## src/pkg/timer0_pkg.sv

```systemverilog
// Shared constants and types for the timer/counter with prescaler
package timer0_pkg;

  // Register map
  localparam logic [7:0] COUNT_ADDR = 8'h01;
  localparam logic [7:0] CTRL_ADDR = 8'h10;

  // Control register layout and reset value
  localparam int CTRL_SRC_BIT = 5;
  localparam int CTRL_EDGE_BIT = 4;
  localparam int CTRL_ASSIGN_BIT = 3;
  localparam int CTRL_RATE_LSB = 0;
  localparam int CTRL_RATE_W = 3;
  localparam logic [7:0] CTRL_RESET = 8'h3F;

  // Values that do not come from a reset source
  localparam logic [7:0] COUNT_POR = 8'h00;
  localparam logic [7:0] READ_ZERO = 8'h00;
  localparam logic [7:0] COUNT_STEP = 8'h01;

  // Cycles of suppressed counting after a count write
  localparam logic [1:0] WRITE_HOLD_CYCLES = 2'h2;
  localparam logic [1:0] HOLD_IDLE = 2'h0;
  localparam logic [1:0] HOLD_STEP = 2'h1;

  // Prescaler geometry: ratio 2^log2, log2 in 0..8
  localparam int PRESC_W = 8;
  localparam logic [3:0] TIMER_LOG2_OFFSET = 4'h1;

  typedef struct packed {
    logic [1:0] unused;
    logic clock_source_select;
    logic count_edge_select;
    logic prescaler_assign;
    logic [2:0] prescale_rate;
  } control_t;

  typedef struct packed {
    logic [7:0] addr;
    logic [7:0] wdata;
    logic wr;
    logic rd;
  } bus_req_t;

endpackage

```

## src/rtl/timer0_counter_prescaler.sv

```systemverilog
// Timer/counter with edge select and a prescaler shared with the watchdog
//
// The strobed register port was chosen for this implementation.

// Notes on behaviour
// - Clock source select clear runs timer mode on the instruction cycle.
// - Timer mode without prescaler adds one to the count every cycle.
// - A count write holds off counting for the next two cycles.
// - Clock source select set counts transitions of the external pin.
// - Edge select clear counts rising edges, set counts falling edges.
// - One prescaler serves either the timer or the watchdog, not both.
// - Prescaler assign clear gives it to the timer, set to the watchdog.
// - Software can neither read nor write the prescaler count.
// - Timer prescale ratios run from 1:2 to 1:256 in powers of two.
// - The count is an 8-bit read/write register at address 01h.
// - Count is cleared to 00h at power-on, kept through soft resets.
module timer0_counter_prescaler (
  input wire logic mclk,                        // instruction-cycle clock
  input wire logic reset_n,                     // power-on reset, async
  input wire logic master_clear_pin_n,          // master clear pin
  input wire logic watchdog_reset,              // watchdog reset pulse
  input wire logic external_count_pin,          // external count pin
  input wire logic watchdog_tick,               // watchdog base tick
  input wire timer0_pkg::bus_req_t bus_req,     // register request
  output logic [7:0] rdata,                     // read data, next cycle
  output logic watchdog_prescaled_tick          // watchdog tick out
);

  timer0_pkg::control_t ctrl_reg;
  logic [7:0] timer_count_reg;
  logic [7:0] timer_count_next;
  logic [1:0] hold_reg;
  logic pin_level;
  logic pin_prev_reg;
  logic master_clear_pin_level_n;
  logic soft_reset;
  logic rise_hit;
  logic fall_hit;
  logic edge_hit;
  logic base_tick;
  logic presc_in;
  logic presc_out;
  logic presc_clear;
  logic [3:0] presc_log2;
  logic timer_tick;
  logic count_write;
  logic ctrl_write;
  logic count_inc;
  logic assign_prev_reg;

  assign count_write = bus_req.wr && (bus_req.addr == timer0_pkg::COUNT_ADDR);
  assign ctrl_write = bus_req.wr && (bus_req.addr == timer0_pkg::CTRL_ADDR);

  pin_sync #(.RESET_LEVEL(1'b0)) u_count_sync (
    .mclk(mclk),
    .reset_n(reset_n),
    .async_in(external_count_pin),
    .sync_out(pin_level)
  );

  // Master clear is a pin too, so it is synchronised
  pin_sync #(.RESET_LEVEL(1'b1)) u_master_clear_pin_sync (
    .mclk(mclk),
    .reset_n(reset_n),
    .async_in(master_clear_pin_n),
    .sync_out(master_clear_pin_level_n)
  );

  assign soft_reset = !master_clear_pin_level_n || watchdog_reset;

  always_ff @(posedge mclk or negedge reset_n) begin
    if (!reset_n) begin
      pin_prev_reg <= 1'b0;
    end else begin
      pin_prev_reg <= pin_level;
    end
  end

  assign rise_hit = pin_level && !pin_prev_reg;
  assign fall_hit = !pin_level && pin_prev_reg;
  assign edge_hit = ctrl_reg.count_edge_select ? fall_hit : rise_hit;

  assign base_tick = ctrl_reg.clock_source_select ? edge_hit : 1'b1;

  // Control register; soft resets restore it like power-on
  always_ff @(posedge mclk or negedge reset_n) begin
    if (!reset_n) begin
      ctrl_reg <= timer0_pkg::CTRL_RESET;
    end else if (soft_reset) begin
      ctrl_reg <= timer0_pkg::CTRL_RESET;
    end else if (ctrl_write) begin
      ctrl_reg <= bus_req.wdata;
    end
  end

  always_ff @(posedge mclk or negedge reset_n) begin
    if (!reset_n) begin
      assign_prev_reg <= 1'b1;
    end else begin
      assign_prev_reg <= ctrl_reg.prescaler_assign;
    end
  end

  // single prescaler, steered by assign bit
  assign presc_in = ctrl_reg.prescaler_assign ? watchdog_tick : base_tick;

  // timer ratio is one step above the rate field
  assign presc_log2 = ctrl_reg.prescaler_assign
    ? {1'b0, ctrl_reg.prescale_rate}
    : {1'b0, ctrl_reg.prescale_rate} + timer0_pkg::TIMER_LOG2_OFFSET;

  // Reassignment clears the count at the end of its first cycle, so in that cycle
  // presc_out can still fire from the old count; a timer-side count write also restarts it
  assign presc_clear = soft_reset
    || (assign_prev_reg != ctrl_reg.prescaler_assign)
    || (count_write && !ctrl_reg.prescaler_assign);

  // prescaler count has no bus path
  prescaler_unit u_prescaler (
    .mclk(mclk),
    .reset_n(reset_n),
    .clear(presc_clear),
    .tick_in(presc_in),
    .ratio_log2(presc_log2),
    .tick_out(presc_out)
  );

  assign watchdog_prescaled_tick = ctrl_reg.prescaler_assign && presc_out;

  assign timer_tick = ctrl_reg.prescaler_assign ? base_tick : presc_out;

  always_ff @(posedge mclk or negedge reset_n) begin
    if (!reset_n) begin
      hold_reg <= timer0_pkg::HOLD_IDLE;
    end else if (count_write && !soft_reset) begin
      hold_reg <= timer0_pkg::WRITE_HOLD_CYCLES;
    end else if (hold_reg != timer0_pkg::HOLD_IDLE) begin
      hold_reg <= hold_reg - timer0_pkg::HOLD_STEP;
    end
  end

  assign count_inc = timer_tick && (hold_reg == timer0_pkg::HOLD_IDLE)
    && !count_write && !soft_reset;
  assign timer_count_next = timer_count_reg + timer0_pkg::COUNT_STEP;

  // count register, untouched by soft resets
  always_ff @(posedge mclk or negedge reset_n) begin
    if (!reset_n) begin
      timer_count_reg <= timer0_pkg::COUNT_POR;
    end else if (count_write && !soft_reset) begin
      timer_count_reg <= bus_req.wdata;
    end else if (count_inc) begin
      timer_count_reg <= timer_count_next;
    end
  end

  // Control is write-only; every other address reads zero
  always_ff @(posedge mclk or negedge reset_n) begin
    if (!reset_n) begin
      rdata <= timer0_pkg::READ_ZERO;
    end else if (bus_req.rd && bus_req.addr == timer0_pkg::COUNT_ADDR) begin
      rdata <= timer_count_reg;
    end else begin
      rdata <= timer0_pkg::READ_ZERO;
    end
  end

  // Helper: prescaled-tick spacing in timer mode
  logic [8:0] gap_reg;
  always_ff @(posedge mclk or negedge reset_n) begin
    if (!reset_n) begin
      gap_reg <= '0;
    end else if (presc_clear || presc_out) begin
      gap_reg <= '0;
    end else if (!gap_reg[8]) begin
      gap_reg <= gap_reg + 9'h001;
    end
  end

  // A rate change keeps the running count, so only a gap that starts at
  // a tick under unchanged settings is a full period
  logic gap_valid_reg;
  always_ff @(posedge mclk or negedge reset_n) begin
    if (!reset_n) begin
      gap_valid_reg <= 1'b0;
    end else if (presc_clear || ctrl_write) begin
      gap_valid_reg <= 1'b0;
    end else if (presc_out) begin
      gap_valid_reg <= 1'b1;
    end
  end

  timer_step_a: assert property (@(posedge mclk) disable iff (!reset_n)
    (!ctrl_reg.clock_source_select && ctrl_reg.prescaler_assign
     && !count_write && !soft_reset && hold_reg == 2'h0)
    |=> timer_count_reg == $past(timer_count_reg) + 8'h01)
    else $error("timer mode did not step by one");

  // write loads then holds two cycles
  write_hold_a: assert property (@(posedge mclk) disable iff (!reset_n)
    (count_write && !soft_reset) ##1 !count_write ##1 !count_write
    |-> timer_count_reg == $past(bus_req.wdata, 2))
    else $error("count moved during write hold");

  // counter mode steps on an edge only
  counter_idle_a: assert property (@(posedge mclk) disable iff (!reset_n)
    (ctrl_reg.clock_source_select && ctrl_reg.prescaler_assign
     && !edge_hit && !count_write) |=> $stable(timer_count_reg))
    else $error("counter stepped without an edge");

  counter_step_a: assert property (@(posedge mclk) disable iff (!reset_n)
    (ctrl_reg.clock_source_select && ctrl_reg.prescaler_assign
     && edge_hit && !count_write && !soft_reset && hold_reg == 2'h0)
    |=> timer_count_reg == $past(timer_count_reg) + 8'h01)
    else $error("counter missed a selected edge");

  // edge hit matches the selected polarity
  edge_pick_a: assert property (@(posedge mclk) disable iff (!reset_n)
    edge_hit |-> (pin_level == !ctrl_reg.count_edge_select)
      && (pin_level != $past(pin_level)))
    else $error("edge hit on wrong polarity");

  // watchdog gets nothing while timer owns it
  share_excl_a: assert property (@(posedge mclk) disable iff (!reset_n)
    !ctrl_reg.prescaler_assign |-> !watchdog_prescaled_tick)
    else $error("watchdog tick while prescaler owned by timer");

  // ratio 1:2 never ticks twice in a row
  ratio_two_a: assert property (@(posedge mclk) disable iff (!reset_n)
    (presc_out && !ctrl_reg.prescaler_assign
     && ctrl_reg.prescale_rate == 3'h0 && !ctrl_write)
    |=> !presc_out)
    else $error("1:2 prescale ticked back to back");

  ratio_max_a: assert property (@(posedge mclk) disable iff (!reset_n)
    (presc_out && gap_valid_reg && !ctrl_reg.prescaler_assign
     && !ctrl_reg.clock_source_select && ctrl_reg.prescale_rate == 3'h7)
    |-> gap_reg == 9'h0FF)
    else $error("1:256 period not 256 cycles");

  read_map_a: assert property (@(posedge mclk) disable iff (!reset_n)
    bus_req.rd |=> rdata == (($past(bus_req.addr) == 8'h01)
      ? $past(timer_count_reg) : 8'h00))
    else $error("read data wrong for address");

  soft_keep_a: assert property (@(posedge mclk) disable iff (!reset_n)
    soft_reset |=> timer_count_reg == $past(timer_count_reg))
    else $error("soft reset changed the count");

  // read data is zero outside the cycle after a read
  rdata_idle_a: assert property (@(posedge mclk) disable iff (!reset_n)
    !bus_req.rd |=> rdata == 8'h00)
    else $error("read data not zero after a non-read cycle");

  // a count write lands on the next edge
  count_load_a: assert property (@(posedge mclk) disable iff (!reset_n)
    (count_write && !soft_reset)
    |=> timer_count_reg == $past(bus_req.wdata))
    else $error("count write did not land");

  // no step while the hold runs
  hold_still_a: assert property (@(posedge mclk) disable iff (!reset_n)
    (hold_reg != 2'h0 && !count_write) |=> $stable(timer_count_reg))
    else $error("count stepped inside the write hold");

  // soft resets put control back to its reset value
  ctrl_restore_a: assert property (@(posedge mclk) disable iff (!reset_n)
    soft_reset |=> ctrl_reg == timer0_pkg::CTRL_RESET)
    else $error("control not restored by soft reset");

  // watchdog output only follows a watchdog tick
  wdog_src_a: assert property (@(posedge mclk) disable iff (!reset_n)
    watchdog_prescaled_tick |-> watchdog_tick)
    else $error("watchdog tick without a base tick");

  // a timer-side count write restarts the period
  presc_fresh_a: assert property (@(posedge mclk) disable iff (!reset_n)
    (count_write && !ctrl_reg.prescaler_assign && !soft_reset)
    |=> !presc_out)
    else $error("prescaler ticked right after a count write");

  // pin reaches the edge logic two edges late
  sync_lag_a: assert property (@(posedge mclk) disable iff (!reset_n)
    pin_level == $past(external_count_pin, 2))
    else $error("pin synchroniser latency wrong");

  timer_run_c: cover property (@(posedge mclk) disable iff (!reset_n)
    !ctrl_reg.clock_source_select && count_inc);
  edge_count_c: cover property (@(posedge mclk) disable iff (!reset_n)
    ctrl_reg.clock_source_select && edge_hit && count_inc);
  presc_tick_c: cover property (@(posedge mclk) disable iff (!reset_n)
    !ctrl_reg.prescaler_assign && presc_out && count_inc);
  wdt_tick_c: cover property (@(posedge mclk) disable iff (!reset_n)
    watchdog_prescaled_tick);
  soft_reset_c: cover property (@(posedge mclk) disable iff (!reset_n)
    soft_reset ##1 !soft_reset);

endmodule

```

## src/rtl/pin_sync.sv

```systemverilog
// Two-stage synchroniser for one asynchronous input
module pin_sync #(
  parameter logic RESET_LEVEL = 1'b0
) (
  input wire logic mclk,      // instruction-cycle clock
  input wire logic reset_n,   // asynchronous power-on reset
  input wire logic async_in,  // level from a pin
  output logic sync_out       // level safe to use on mclk
);

  logic meta_reg;

  // First stage is read only by the second
  always_ff @(posedge mclk or negedge reset_n) begin
    if (!reset_n) begin
      meta_reg <= RESET_LEVEL;
      sync_out <= RESET_LEVEL;
    end else begin
      meta_reg <= async_in;
      sync_out <= meta_reg;
    end
  end

endmodule

```

## src/rtl/prescaler_unit.sv

```systemverilog
// Shared 8-bit prescaler with power-of-two terminal tick
module prescaler_unit (
  input wire logic mclk,             // instruction-cycle clock
  input wire logic reset_n,          // asynchronous power-on reset
  input wire logic clear,            // restart the division period
  input wire logic tick_in,          // one source event
  input wire logic [3:0] ratio_log2, // division is 2^ratio_log2
  output logic tick_out              // end of a division period
);

  logic [timer0_pkg::PRESC_W-1:0] count_reg;
  logic [timer0_pkg::PRESC_W-1:0] count_next;
  logic [timer0_pkg::PRESC_W-1:0] mask;

  // Low ratio_log2 bits take part in the terminal match
  genvar i;
  generate
    for (i = 0; i < timer0_pkg::PRESC_W; i++) begin : g_mask
      assign mask[i] = (4'(i) < ratio_log2);
    end
  endgenerate

  assign count_next = count_reg + {{(timer0_pkg::PRESC_W-1){1'b0}}, 1'b1};
  assign tick_out = tick_in && ((count_reg & mask) == mask);

  // Count is internal only; nothing reads it from outside
  always_ff @(posedge mclk or negedge reset_n) begin
    if (!reset_n) begin
      count_reg <= '0;
    end else if (clear) begin
      count_reg <= '0;
    end else if (tick_in) begin
      count_reg <= count_next;
    end
  end

endmodule

```

## config.mk

```make
export PLATFORM = sky130hd
export DESIGN_NAME = timer0_counter_prescaler
export DESIGN_NICKNAME = d
export VERILOG_FILES = /design/src/pkg/timer0_pkg.sv /design/src/rtl/timer0_counter_prescaler.sv /design/src/rtl/pin_sync.sv /design/src/rtl/prescaler_unit.sv
export SDC_FILE = /design/constraint.sdc
export NUM_CORES = 1
export LEC_CHECK = 0
export CAP_MARGIN = 25
export CORE_MARGIN = 5
export CORE_UTILIZATION = 58
export CTS_BUF_LIST = sky130_fd_sc_hd__clkbuf_8
export DETAILED_ROUTE_END_ITERATION = 8
export DONT_BUFFER_PORTS = 1
export MAX_ROUTING_LAYER = met4
export PLACE_DENSITY = 0.74
export SLEW_MARGIN = 0
export SYNTH_ARGS = -nofsm -noshare
export SYNTH_HDL_FRONTEND = slang
export SYNTH_SLANG_ARGS = --single-unit
```

## constraint.sdc

```tcl
create_clock -name mclk -period 3.3 [get_ports mclk]
set_input_delay 0.66 -clock mclk [delete_from_list [all_inputs] [get_ports mclk]]
set_output_delay 0.66 -clock mclk [all_outputs]
set_load 0.02 [all_outputs]
```

==> flow_summary.json, run 1 <==
{
  "place_ws_ns": 0.6388,
  "post_drt_wl_per_cell_um": 15.75,
  "post-cts-setup-buffer-count": 0,
  "die_w_um": 68.14,
  "synth_async_sr_flop_share": 1.000,
  "portBuffers": 0,
  "holdBufCountCts": 0,
  "vias_per_cell": 5.637,
  "fraction_of_final_layout_cells_with_drive_strength_greater_than_1": 0.1968,
  "path_cells": "ha_1 -> or2_2 -> o221ai_2 -> nand3_1 -> a211oi_1 -> buf_4",
  "start_util": 0.5922,
  "ioPinCount": 33,
  "post-place-cells": 226,
  "post_route_insts_no_fill": 234,
  "postLayoutSetupSlackWorst_ns": 0.3040,
  "worstSetupEndpointType": "primary output",
  "first_pass_grt_wire_length_mm": 6.230,
  "power.density_cell_area_mw_per_mm2": 457.8,
  "final-setup-viol-count": 0,
  "synth_edf_count": 0,
  "die_h_um": 68.14,
  "setup.worst_path.start": "ctrl_reg[0]$_DFFE_PN1P_",
  "required_ns": 2.64,
  "finalCritPeriodShare": 0.9079,
  "detail_route.iter0.violations": 87,
  "power.leakage_nw": 0.9398,
  "cts_max_level": 2,
  "placementRows": 21,
  "post_synth_and_or_nand_nor_area_fraction": 0.2406,
  "place.detailed.hpwl_mm": 2.766,
  "vdd_ir_drop_max_mv": 0.3099,
  "drtPass1Iterations": 4,
  "timing_worst_setup_path_type": "reg2out",
  "final_net_count": 215,
  "slew_headroom": 0.6958,
  "most_common_library_cell_in_the_layout_ignoring_fill_and_taps": "dfrtp_1",
  "grt_pass1_vias": 1347,
  "worstSkewPairLatency_ns": 0.30,
  "post_synth_instance_area_mm2": 0.001961,
  "synth.lib_cells_used.distinct": 51,
  "synth_top_family_by_area": "simple AND/OR/NAND/NOR gates",
  "fmax_ghz": 0.3338,
  "post_synth_fa_ha_maj_area_fraction": 0.02553,
  "overflow": 0,
  "cp.arrival_ns": 2.34,
  "drt_drc_violations_left": 0,
  "antenna_found_initial": 0,
  "actual_slew_at_the_worst_max_slew_pin_ns": 0.4538,
  "final_antenna_net_count": 0,
  "max-clock-path-buffers": 2,
  "resized_after_cts": 0,
  "timing_hold_violations_final": 0,
  "per_instance_average_area_after_synthesis_um2": 10.83,
  "antenna_cells": 0,
  "period_minus_slack_ns": 2.996,
  "seq_cells_post_synth": 38,
  "critPathMaxStageDelay_ns": 0.64,
  "synth-compound-area-share": 0.09955,
  "post-layout-total-power_w": 0.0009634,
  "cts.clk_slew.worst_paths_ns": 0.08,
  "crit_family": "flip-flops",
  "startpoint_type": "flip-flop",
  "whs_ns": 0.04797,
  "wirelength_mm": 3.685,
  "gp_routability_congestion": 0.8644,
  "type_of_the_worst_min_delay_path": "in2async",
  "slew_viol_final": 0,
  "worst-path-max-fanout": 10,
  "grt_max_degree": 39,
  "tritoncts_num_sinks": 38,
  "synthesis.instances": 181,
  "r2r_start": "ctrl_reg[0]$_DFFE_PN1P_",
  "ys_seq_area_frac": 0.4907,
  "synth-xor-area-share": 0.06701,
  "final.setup_skew_ns": 0.005030,
  "critical_path.n_buffers_inverters": 1,
  "postSynthNetCount": 209,
  "synth.mux.area_fraction": 0.05488,
  "detailroute.via_count": 1319,
  "cp_slowest_cell": "dfstp_2",
  "ctsRootBufferMaster": "clkbuf_8",
  "area_growth_pct": 7.339,
  "synth_warnings": 0,
  "outcome": "completed",
  "postSynth.topFlopCell": "dfrtp_1",
  "timing.max_cap.violations": 0,
  "cts-buffers-inserted": 5,
  "global_router_s_overall_resource_usage": 0.1913,
  "floorplan.die_area_mm2": 0.004643,
  "most-common-layout-cells": "dfrtp_1 (29), nand2_1 (25), nor2_1 (15)",
  "tritoncts": "yes",
  "grt_setup_unrepaired": "no",
  "core-area_mm2": 0.003311,
  "finalSetupTns_ns": 0
}
-- power by group --
| group | total, W | switching [W] | internal (W) | leakage (nW) |
|---|---|---|---|---|
| Sequential | 0.000526 | 0.0000264 | 0.000499 | 0.485 |
| Clock | 0.000339 | 0.000171 | 0.000168 | 0.0472 |
| Combinational | 0.0000987 | 0.0000472 | 0.0000515 | 0.407 |
| Total | 0.000963 | 0.000245 | 0.000719 | 0.940 |
-- final cells by class --
cell class,count,area [µm²]
inverters,5,18.77
multi-input cells,135,955.9
flip-flops and latches,38,962.2
clock inverters,2,12.51
repair buffers,2,15.01
fillers,273,1206
well taps,46,57.56
clock buffers,6,82.58
-- worst paths after layout --
path | to | slack [ns] | depth (start not counted)
min reg2reg | u_count_sync.sync_out$_DFF_PN0_ | 0.35 | 0
max reg2reg | timer_count_reg[1]$_DFFE_PN0P_ | 0.68 | 7
max | watchdog_prescaled_tick | 0.30 | 6
min | rdata[4]$_DFF_PN0_ | 0.05 | 0
min in group mclk | u_count_sync.sync_out$_DFF_PN0_ | 0.35 | 0
max in group asynchronous | ctrl_reg[0]$_DFFE_PN1P_ | 3.07 | 0
-- synthesized netlist by cell type, types with 2 or more instances --
cell type,number,area (µm²)
dfstp_2,9,236.5
nor3_1,5,25.02
mux2i_1,7,70.07
dfrtp_1,29,725.7
nand3_1,3,15.01
o21ai_1,2,10.01
nand4_1,2,12.51
and3_1,3,18.77
o221ai_2,2,30.03
ha_1,4,50.05
o21ai_0,6,30.03
nor2_1,15,56.30
and4_1,2,17.52
nor2b_1,5,31.28
inv_1,5,18.77
nand2_1,25,93.84
xor2_1,2,17.52
xnor2_1,13,113.9
nor4_1,2,12.51
and2_1,9,56.30
-- per-stage QoR --
stage	instance area, µm²	util
floorplan	1961	-
global placement	2009	0.6070
detailed placement	2009	0.6070
CTS	2105	0.6357
global route	2105	0.6357
finish	2105	0.6357
-- routing by layer --
metal | up-vias | part of all wire | global-route usage
li1 | 636 | - | -
met1 | 648 | 0.42 | 0.2013
met2 | 29 | 0.51 | 0.3261
met3 | 6 | 0.053 | 0.07389
met4 | 0 | 0.015 | 0.06700
met5 | - | 0 | -
-- logic make-up (layout without fill, tap and decap cells) --
| kind of cell | after synthesis | in the layout |
|---|---|---|
| compound gates | 21 | 21 |
| xor+xnor | 15 | 15 |
| fa+ha+maj | 4 | 4 |
| buf+inv | 8 | 15 |
| flops | 38 | 38 |
| mux | 10 | 10 |
| simple gates | 85 | 85 |
No activity file was read; power rests on OpenSTA's default activity.
==> run 2, diff against run 1 <==
--- a/config.mk
+++ b/config.mk
@@ -5,14 +5,14 @@
 export SDC_FILE = /design/constraint.sdc
 export NUM_CORES = 1
 export LEC_CHECK = 0
+export BUFFER_PORTS_ARGS = -buffer_cell sky130_fd_sc_hd__clkbuf_2
 export CAP_MARGIN = 25
 export CORE_MARGIN = 5
 export CORE_UTILIZATION = 58
 export CTS_BUF_LIST = sky130_fd_sc_hd__clkbuf_8
 export DETAILED_ROUTE_END_ITERATION = 8
-export DONT_BUFFER_PORTS = 1
 export MAX_ROUTING_LAYER = met4
-export PLACE_DENSITY = 0.74
+export PLACE_DENSITY = 0.82
 export SLEW_MARGIN = 0
 export SYNTH_ARGS = -nofsm -noshare
 export SYNTH_HDL_FRONTEND = slang
==> constraint.sdc (replaced) <==
create_clock -name mclk -period 3.3 [get_ports mclk]
set_input_delay 0.66 -clock mclk [delete_from_list [all_inputs] [get_ports mclk]]
set_output_delay 0.66 -clock mclk [all_outputs]
set_load 0.005 [all_outputs]
==> flow_summary.json, run 2 (synthesized netlist as in run 1, its figures left out) <==
{
  "final_net_count": 246,
  "critPathMaxStageDelay_ns": 0.65,
  "finished_core_util": 0.6961,
  "slew_headroom": 0.4027,
  "timing_hold_violations_final": 0,
  "vias_per_cell": 5.468,
  "cts.clk_slew.worst_paths_ns": 0.07,
  "period_minus_slack_ns": 2.922,
  "slew_viol_final": 0,
  "globalRouteMet2Util": 0.3454,
  "tritoncts": "yes",
  "postLayoutSetupSlackWorst_ns": 0.3782,
  "type_of_the_worst_min_delay_path": "reg2reg",
  "ioPinCount": 33,
  "most_common_library_cell_in_the_layout_ignoring_fill_and_taps": "clkbuf_2",
  "critical_path.endpoint": "watchdog_prescaled_tick",
  "antenna_cells": 0,
  "vdd_ir_drop_max_mv": 0.3340,
  "area_growth_pct": 17.55,
  "actual_slew_at_the_worst_max_slew_pin_ns": 0.8960,
  "holdBufCountCts": 0,
  "post_drt_wl_per_cell_um": 14.60,
  "rr_endpoint": "timer_count_reg[1]$_DFFE_PN0P_",
  "place.detailed.hpwl_mm": 2.924,
  "core-area_mm2": 0.003311,
  "most-common-layout-cells": "clkbuf_2 (32), dfrtp_1 (29), nand2_1 (25)",
  "finalCritPeriodShare": 0.8854,
  "crit_family": "flip-flops",
  "finalSetupTns_ns": 0,
  "worstSkewPairLatency_ns": 0.30,
  "drtPass1Iterations": 4,
  "power.leakage_nw": 1.096,
  "gp_routability_congestion": 0.9590,
  "start_util": 0.5922,
  "die_w_um": 68.14,
  "portBuffers": 32,
  "timing.critical_path.depth": 6,
  "post_route_insts_no_fill": 265,
  "global_router_s_overall_resource_usage": 0.1964,
  "first_pass_grt_wire_length_mm": 6.479,
  "grtUsageMet3": 0.04105,
  "r2r_setup_slack_ns": 0.65,
  "antenna_found_initial": 0,
  "worst-path-max-fanout": 10,
  "post-place-cells": 257,
  "startpoint_type": "flip-flop",
  "timing.max_cap.violations": 0,
  "worst_r2r_path_depth": 7,
  "final-setup-viol-count": 0,
  "r2r_start": "ctrl_reg[0]$_DFFE_PN1P_",
  "post-cts-setup-buffer-count": 0,
  "cts_max_level": 2,
  "die_h_um": 68.14,
  "grt_pass1_vias": 1457,
  "ctsRootBufferMaster": "clkbuf_8",
  "fmax_ghz": 0.3423,
  "max-clock-path-buffers": 2,
  "fraction_of_final_layout_cells_with_drive_strength_greater_than_1": 0.3105,
  "resized_after_cts": 0,
  "grt_max_degree": 39,
  "grt.met1_usage": 0.2036,
  "final_antenna_net_count": 0,
  "cp_slowest_cell": "dfstp_2",
  "busiest_layer": "met2",
  "overflow": 0,
  "required_ns": 2.64,
  "cp.arrival_ns": 2.26,
  "timing_worst_setup_path_type": "reg2out",
  "placementRows": 21,
  "detailroute.via_count": 1449,
  "setup.worst_path.start": "ctrl_reg[0]$_DFFE_PN1P_",
  "nFillCells": 242,
  "final.setup_skew_ns": 0.005383,
  "drt_drc_violations_left": 0,
  "path_cells": "ha_1 -> or2_2 -> o221ai_2 -> nand3_1 -> a211oi_1 -> clkbuf_2",
  "worstHoldPathCells": 0,
  "critical_path.n_buffers_inverters": 1,
  "post-layout-total-power_w": 0.001146,
  "outcome": "completed",
  "worstSetupEndpointType": "primary output",
  "power.density_cell_area_mw_per_mm2": 497.1,
  "tritoncts_num_sinks": 38,
  "wirelength_mm": 3.869,
  "cts-buffers-inserted": 5,
  "floorplan.die_area_mm2": 0.004643,
  "detail_route.iter0.violations": 70,
  "grt_setup_unrepaired": "no",
  "place_ws_ns": 0.6593
}
==> run 2: cell count changes in the layout (fill, tap and decap cells not counted) <==
cell,previous run,this run
clkinv_2,1,0
clkbuf_2,0,32
clkinvlp_4,1,0
bufinv_16,0,2
buf_4,2,1
==> run 2: metal layers <==
layer	share of wire	vias to the layer above
li1	-	701
met1	0.40	700
met2	0.53	37
met3	0.042	11
met4	0.029	0
met5	0	-
==> run 2: worst min-delay path by stage <==
stage / slack [ns] / from / end
2_1_floorplan: 0.33 / u_count_sync.meta_reg$_DFF_PN0_ / u_count_sync.sync_out$_DFF_PN0_
3_3_place_gp: 0.33 / u_count_sync.meta_reg$_DFF_PN0_ / u_count_sync.sync_out$_DFF_PN0_
3_5_place_dp: 0.35 / u_master_clear_pin_sync.meta_reg$_DFF_PN1_ / u_master_clear_pin_sync.sync_out$_DFF_PN1_
4_1_cts: 0.36 / u_master_clear_pin_sync.meta_reg$_DFF_PN1_ / u_master_clear_pin_sync.sync_out$_DFF_PN1_
5_1_grt: 0.37 / u_master_clear_pin_sync.meta_reg$_DFF_PN1_ / u_master_clear_pin_sync.sync_out$_DFF_PN1_
6_report: 0.36 / u_master_clear_pin_sync.meta_reg$_DFF_PN1_ / u_master_clear_pin_sync.sync_out$_DFF_PN1_
==> run 2: power breakdown <==
group	leakage [nW]	internal [W]	switching, W
clock network	0.0714	0.000322	0.000163
registers	0.485	0.000499	0.0000282
logic	0.539	0.0000623	0.0000702
==> run 2: cell type report <==
class	count	area, µm²	area share
Sequential cell	38	962.2	0.4175
Timing Repair Buffer	33	167.7	0.07275
Inverter	5	18.77	0.008143
Clock inverter	2	60.06	0.02606
Multi-Input combinational cell	135	955.9	0.4148
Tap cell	46	57.56	0.02497
Clock buffer	6	82.58	0.03583
==> run 2: stage by stage <==
step                area, µm²  hold slack, ns
floorplan                1961          0.3312
global placement         2162          0.3315
detailed placement       2162          0.3475
CTS                      2305          0.3584
global route             2305          0.3667
finish                   2305          0.3574
==> run 3, diff against run 2 <==
--- a/config.mk
+++ b/config.mk
@@ -5,12 +5,14 @@
 export SDC_FILE = /design/constraint.sdc
 export NUM_CORES = 1
 export LEC_CHECK = 0
+export ABC_AREA = 1
 export BUFFER_PORTS_ARGS = -buffer_cell sky130_fd_sc_hd__clkbuf_2
 export CAP_MARGIN = 25
 export CORE_MARGIN = 5
 export CORE_UTILIZATION = 58
 export CTS_BUF_LIST = sky130_fd_sc_hd__clkbuf_8
 export DETAILED_ROUTE_END_ITERATION = 8
+export GPL_ROUTABILITY_DRIVEN = 0
 export MAX_ROUTING_LAYER = met4
 export PLACE_DENSITY = 0.82
 export SLEW_MARGIN = 0
==> flow_summary.json, run 3 <==
{
  "ctsRootBufferMaster": "clkbuf_8",
  "synth_edf_count": 0,
  "rr_endpoint": "timer_count_reg[6]$_DFFE_PN0P_",
  "final_antenna_net_count": 0,
  "grt_setup_unrepaired": "no",
  "timing_worst_setup_path_type": "reg2out",
  "synth_warnings": 0,
  "overflow": 0,
  "place.detailed.hpwl_mm": 3.304,
  "type_of_the_worst_min_delay_path": "reg2reg",
  "max-clock-path-buffers": 2,
  "antenna_found_initial": 0,
  "cts_max_level": 2,
  "post-cts-setup-buffer-count": 0,
  "per_instance_average_area_after_synthesis_um2": 7.906,
  "most-common-layout-cells": "nand2_1 (69), inv_1 (35), clkbuf_2 (32)",
  "drt_drc_violations_left": 0,
  "synth_async_sr_flop_share": 1.000,
  "holdBufCountCts": 0,
  "finalCritPeriodShare": 0.7685,
  "detailroute.via_count": 1740,
  "post_synth_instance_area_mm2": 0.002032,
  "finalSetupTns_ns": 0,
  "actual_slew_at_the_worst_max_slew_pin_ns": 0.9233,
  "cts-buffers-inserted": 5,
  "post-place-cells": 333,
  "ioPinCount": 33,
  "netlist_top_cells_area": "dfrtp_1 (36%), nand2_1 (13%), dfstp_2 (12%), inv_1 (6.5%), nand3_1 (6.2%)",
  "synthMostInstantiatedCell": "nand2_1",
  "multi_input_comb_area_um2": 913.4,
  "die_h_um": 69.19,
  "fmax_ghz": 0.3943,
  "yosys-top-cells-count": "nand2_1 (69), inv_1 (35), dfrtp_1 (29)",
  "timing_hold_violations_final": 0,
  "r2r_start": "ctrl_reg[0]$_DFFE_PN1P_",
  "synthesis.instances": 257,
  "cts.clk_slew.worst_paths_ns": 0.08,
  "global_router_s_overall_resource_usage": 0.2011,
  "area_growth_pct": 14.65,
  "timing.max_cap.violations": 0,
  "tritoncts_num_sinks": 38,
  "grt_max_degree": 39,
  "detail_route.iter0.violations": 67,
  "seq_area_um2": 962.2,
  "postLayoutCellArea_mm2": 0.002330,
  "cp.arrival_ns": 1.88,
  "resized_after_cts": 0,
  "drtPass1Iterations": 4,
  "synth.lib_cells_used.distinct": 29,
  "nFillCells": 310,
  "grt_pass1_vias": 1740,
  "yosys_top_cell_by_area": "dfrtp_1",
  "floorplan.die_area_mm2": 0.004787,
  "tritoncts": "yes",
  "r2r_setup_slack_ns": 1.51,
  "worst_r2r_path_depth": 14,
  "slew_viol_final": 0,
  "fraction_of_final_layout_cells_with_drive_strength_greater_than_1": 0.2237,
  "power.density_cell_area_mw_per_mm2": 453.3,
  "worstSkewPairLatency_ns": 0.29,
  "worstHoldPathCells": 0,
  "postSynth.topFlopCell": "dfrtp_1",
  "final-setup-viol-count": 0,
  "die_w_um": 69.19,
  "most_common_library_cell_in_the_layout_ignoring_fill_and_taps": "nand2_1",
  "vdd_ir_drop_max_mv": 0.4292,
  "portBuffers": 32,
  "post_drt_wl_per_cell_um": 12.73,
  "power.leakage_nw": 1.184,
  "slew_headroom": 0.3845,
  "antenna_cells": 0,
  "final_net_count": 322,
  "critPathMaxStageDelay_ns": 0.57,
  "path_cells": "ha_1 -> nand2_2 -> nand2_2 -> inv_1 -> nand2_1 -> nand2_1 -> nand3_1 -> nand2_1 -> nand2_2 -> nor3_1 -> clkbuf_2",
  "hold-path-endpoint": "u_count_sync.sync_out$_DFF_PN0_",
  "required_ns": 2.64,
  "seq_cells_post_synth": 38,
  "synth_top_area_frac": 0.3571,
  "postSynthNetCount": 285,
  "start_util": 0.6042,
  "hold_start": "u_count_sync.meta_reg$_DFF_PN0_",
  "vias_per_cell": 5.103,
  "startpoint_type": "flip-flop",
  "first_pass_grt_wire_length_mm": 7.665,
  "worstSetupEndpointType": "primary output",
  "post_route_insts_no_fill": 341,
  "placed_area_mm2": 0.002235,
  "period_minus_slack_ns": 2.536,
  "worst-path-max-fanout": 4,
  "ys_seq_area_frac": 0.4735,
  "core-area_mm2": 0.003363,
  "whs_ns": 0.3513,
  "placementRows": 21,
  "cp_slowest_cell": "dfstp_2",
  "final.setup_skew_ns": 0.006499,
  "wirelength_mm": 4.342,
  "outcome": "completed"
}
run 3: worst max-delay path: cells and delay by family, from the launching register on:
kind	cells	cell delay, ns
and+or+nand+nor	8	0.57
DFF	1	0.57
adders and majority gates	1	0.24
buffers and inverters	2	0.19
run 3: cells by family (layout without fill, tap and decap cells):
group | Yosys count | after routing | synth area share
AOI/OAI and AO/OA | 31 | 31 | 0.07944
xor gates and xnor gates | 6 | 6 | 0.02586
adders and majority gates | 4 | 4 | 0.02463
buffers and inverters | 39 | 77 | 0.07697
DFF | 38 | 38 | 0.4735
and+or+nand+nor | 139 | 139 | 0.3196
run 3: cell type report:
cell class                 instances  area share
multi-input combinational        180      0.3921
timing repair buffer              32     0.06874
clock buffer                       6     0.03545
clock inverter                     2    0.005371
sequential                        38      0.4130
inverter                          37     0.06069
tap                               46     0.02470
run 3: worst max path at each step:
stage	slack (ns)	cells after the start	endpoint	start
2_1_floorplan	1.27	10	watchdog_prescaled_tick	ctrl_reg[0]$_DFFE_PN1P_
3_3_place_gp	1.13	11	watchdog_prescaled_tick	ctrl_reg[0]$_DFFE_PN1P_
3_5_place_dp	1.06	11	watchdog_prescaled_tick	ctrl_reg[0]$_DFFE_PN1P_
4_1_cts	0.74	11	watchdog_prescaled_tick	ctrl_reg[0]$_DFFE_PN1P_
5_1_grt	0.61	11	watchdog_prescaled_tick	ctrl_reg[0]$_DFFE_PN1P_
6_report	0.76	11	watchdog_prescaled_tick	ctrl_reg[0]$_DFFE_PN1P_
run 3: layer usage:
metal,wire length [µm],vias up,track usage
met3,165,13,0.04783
met1,1785,797,0.2341
met2,2255,41,0.3337
li1,-,889,-
met4,136,0,0.08243
met5,0,-,-
run 3: per-stage QoR:
| stage | total power [W] | util | worst slack, ns |
|---|---|---|---|
| global route | 0.001123 | 0.6927 | 0.6097 |
| global placement | 0.0007142 | 0.6644 | 1.129 |
| detailed placement | 0.0007299 | 0.6644 | 1.061 |
| finish | 0.001056 | 0.6927 | 0.7639 |
| CTS | 0.001065 | 0.6927 | 0.7369 |
| floorplan | 0.0006658 | - | 1.266 |
run 3: power breakdown:
group          internal (W)  switching, W  leakage (nW)
clock              0.000168      0.000168        0.0472
sequential         0.000504     0.0000265         0.486
combinational     0.0000748      0.000115         0.650
total              0.000747      0.000309          1.18
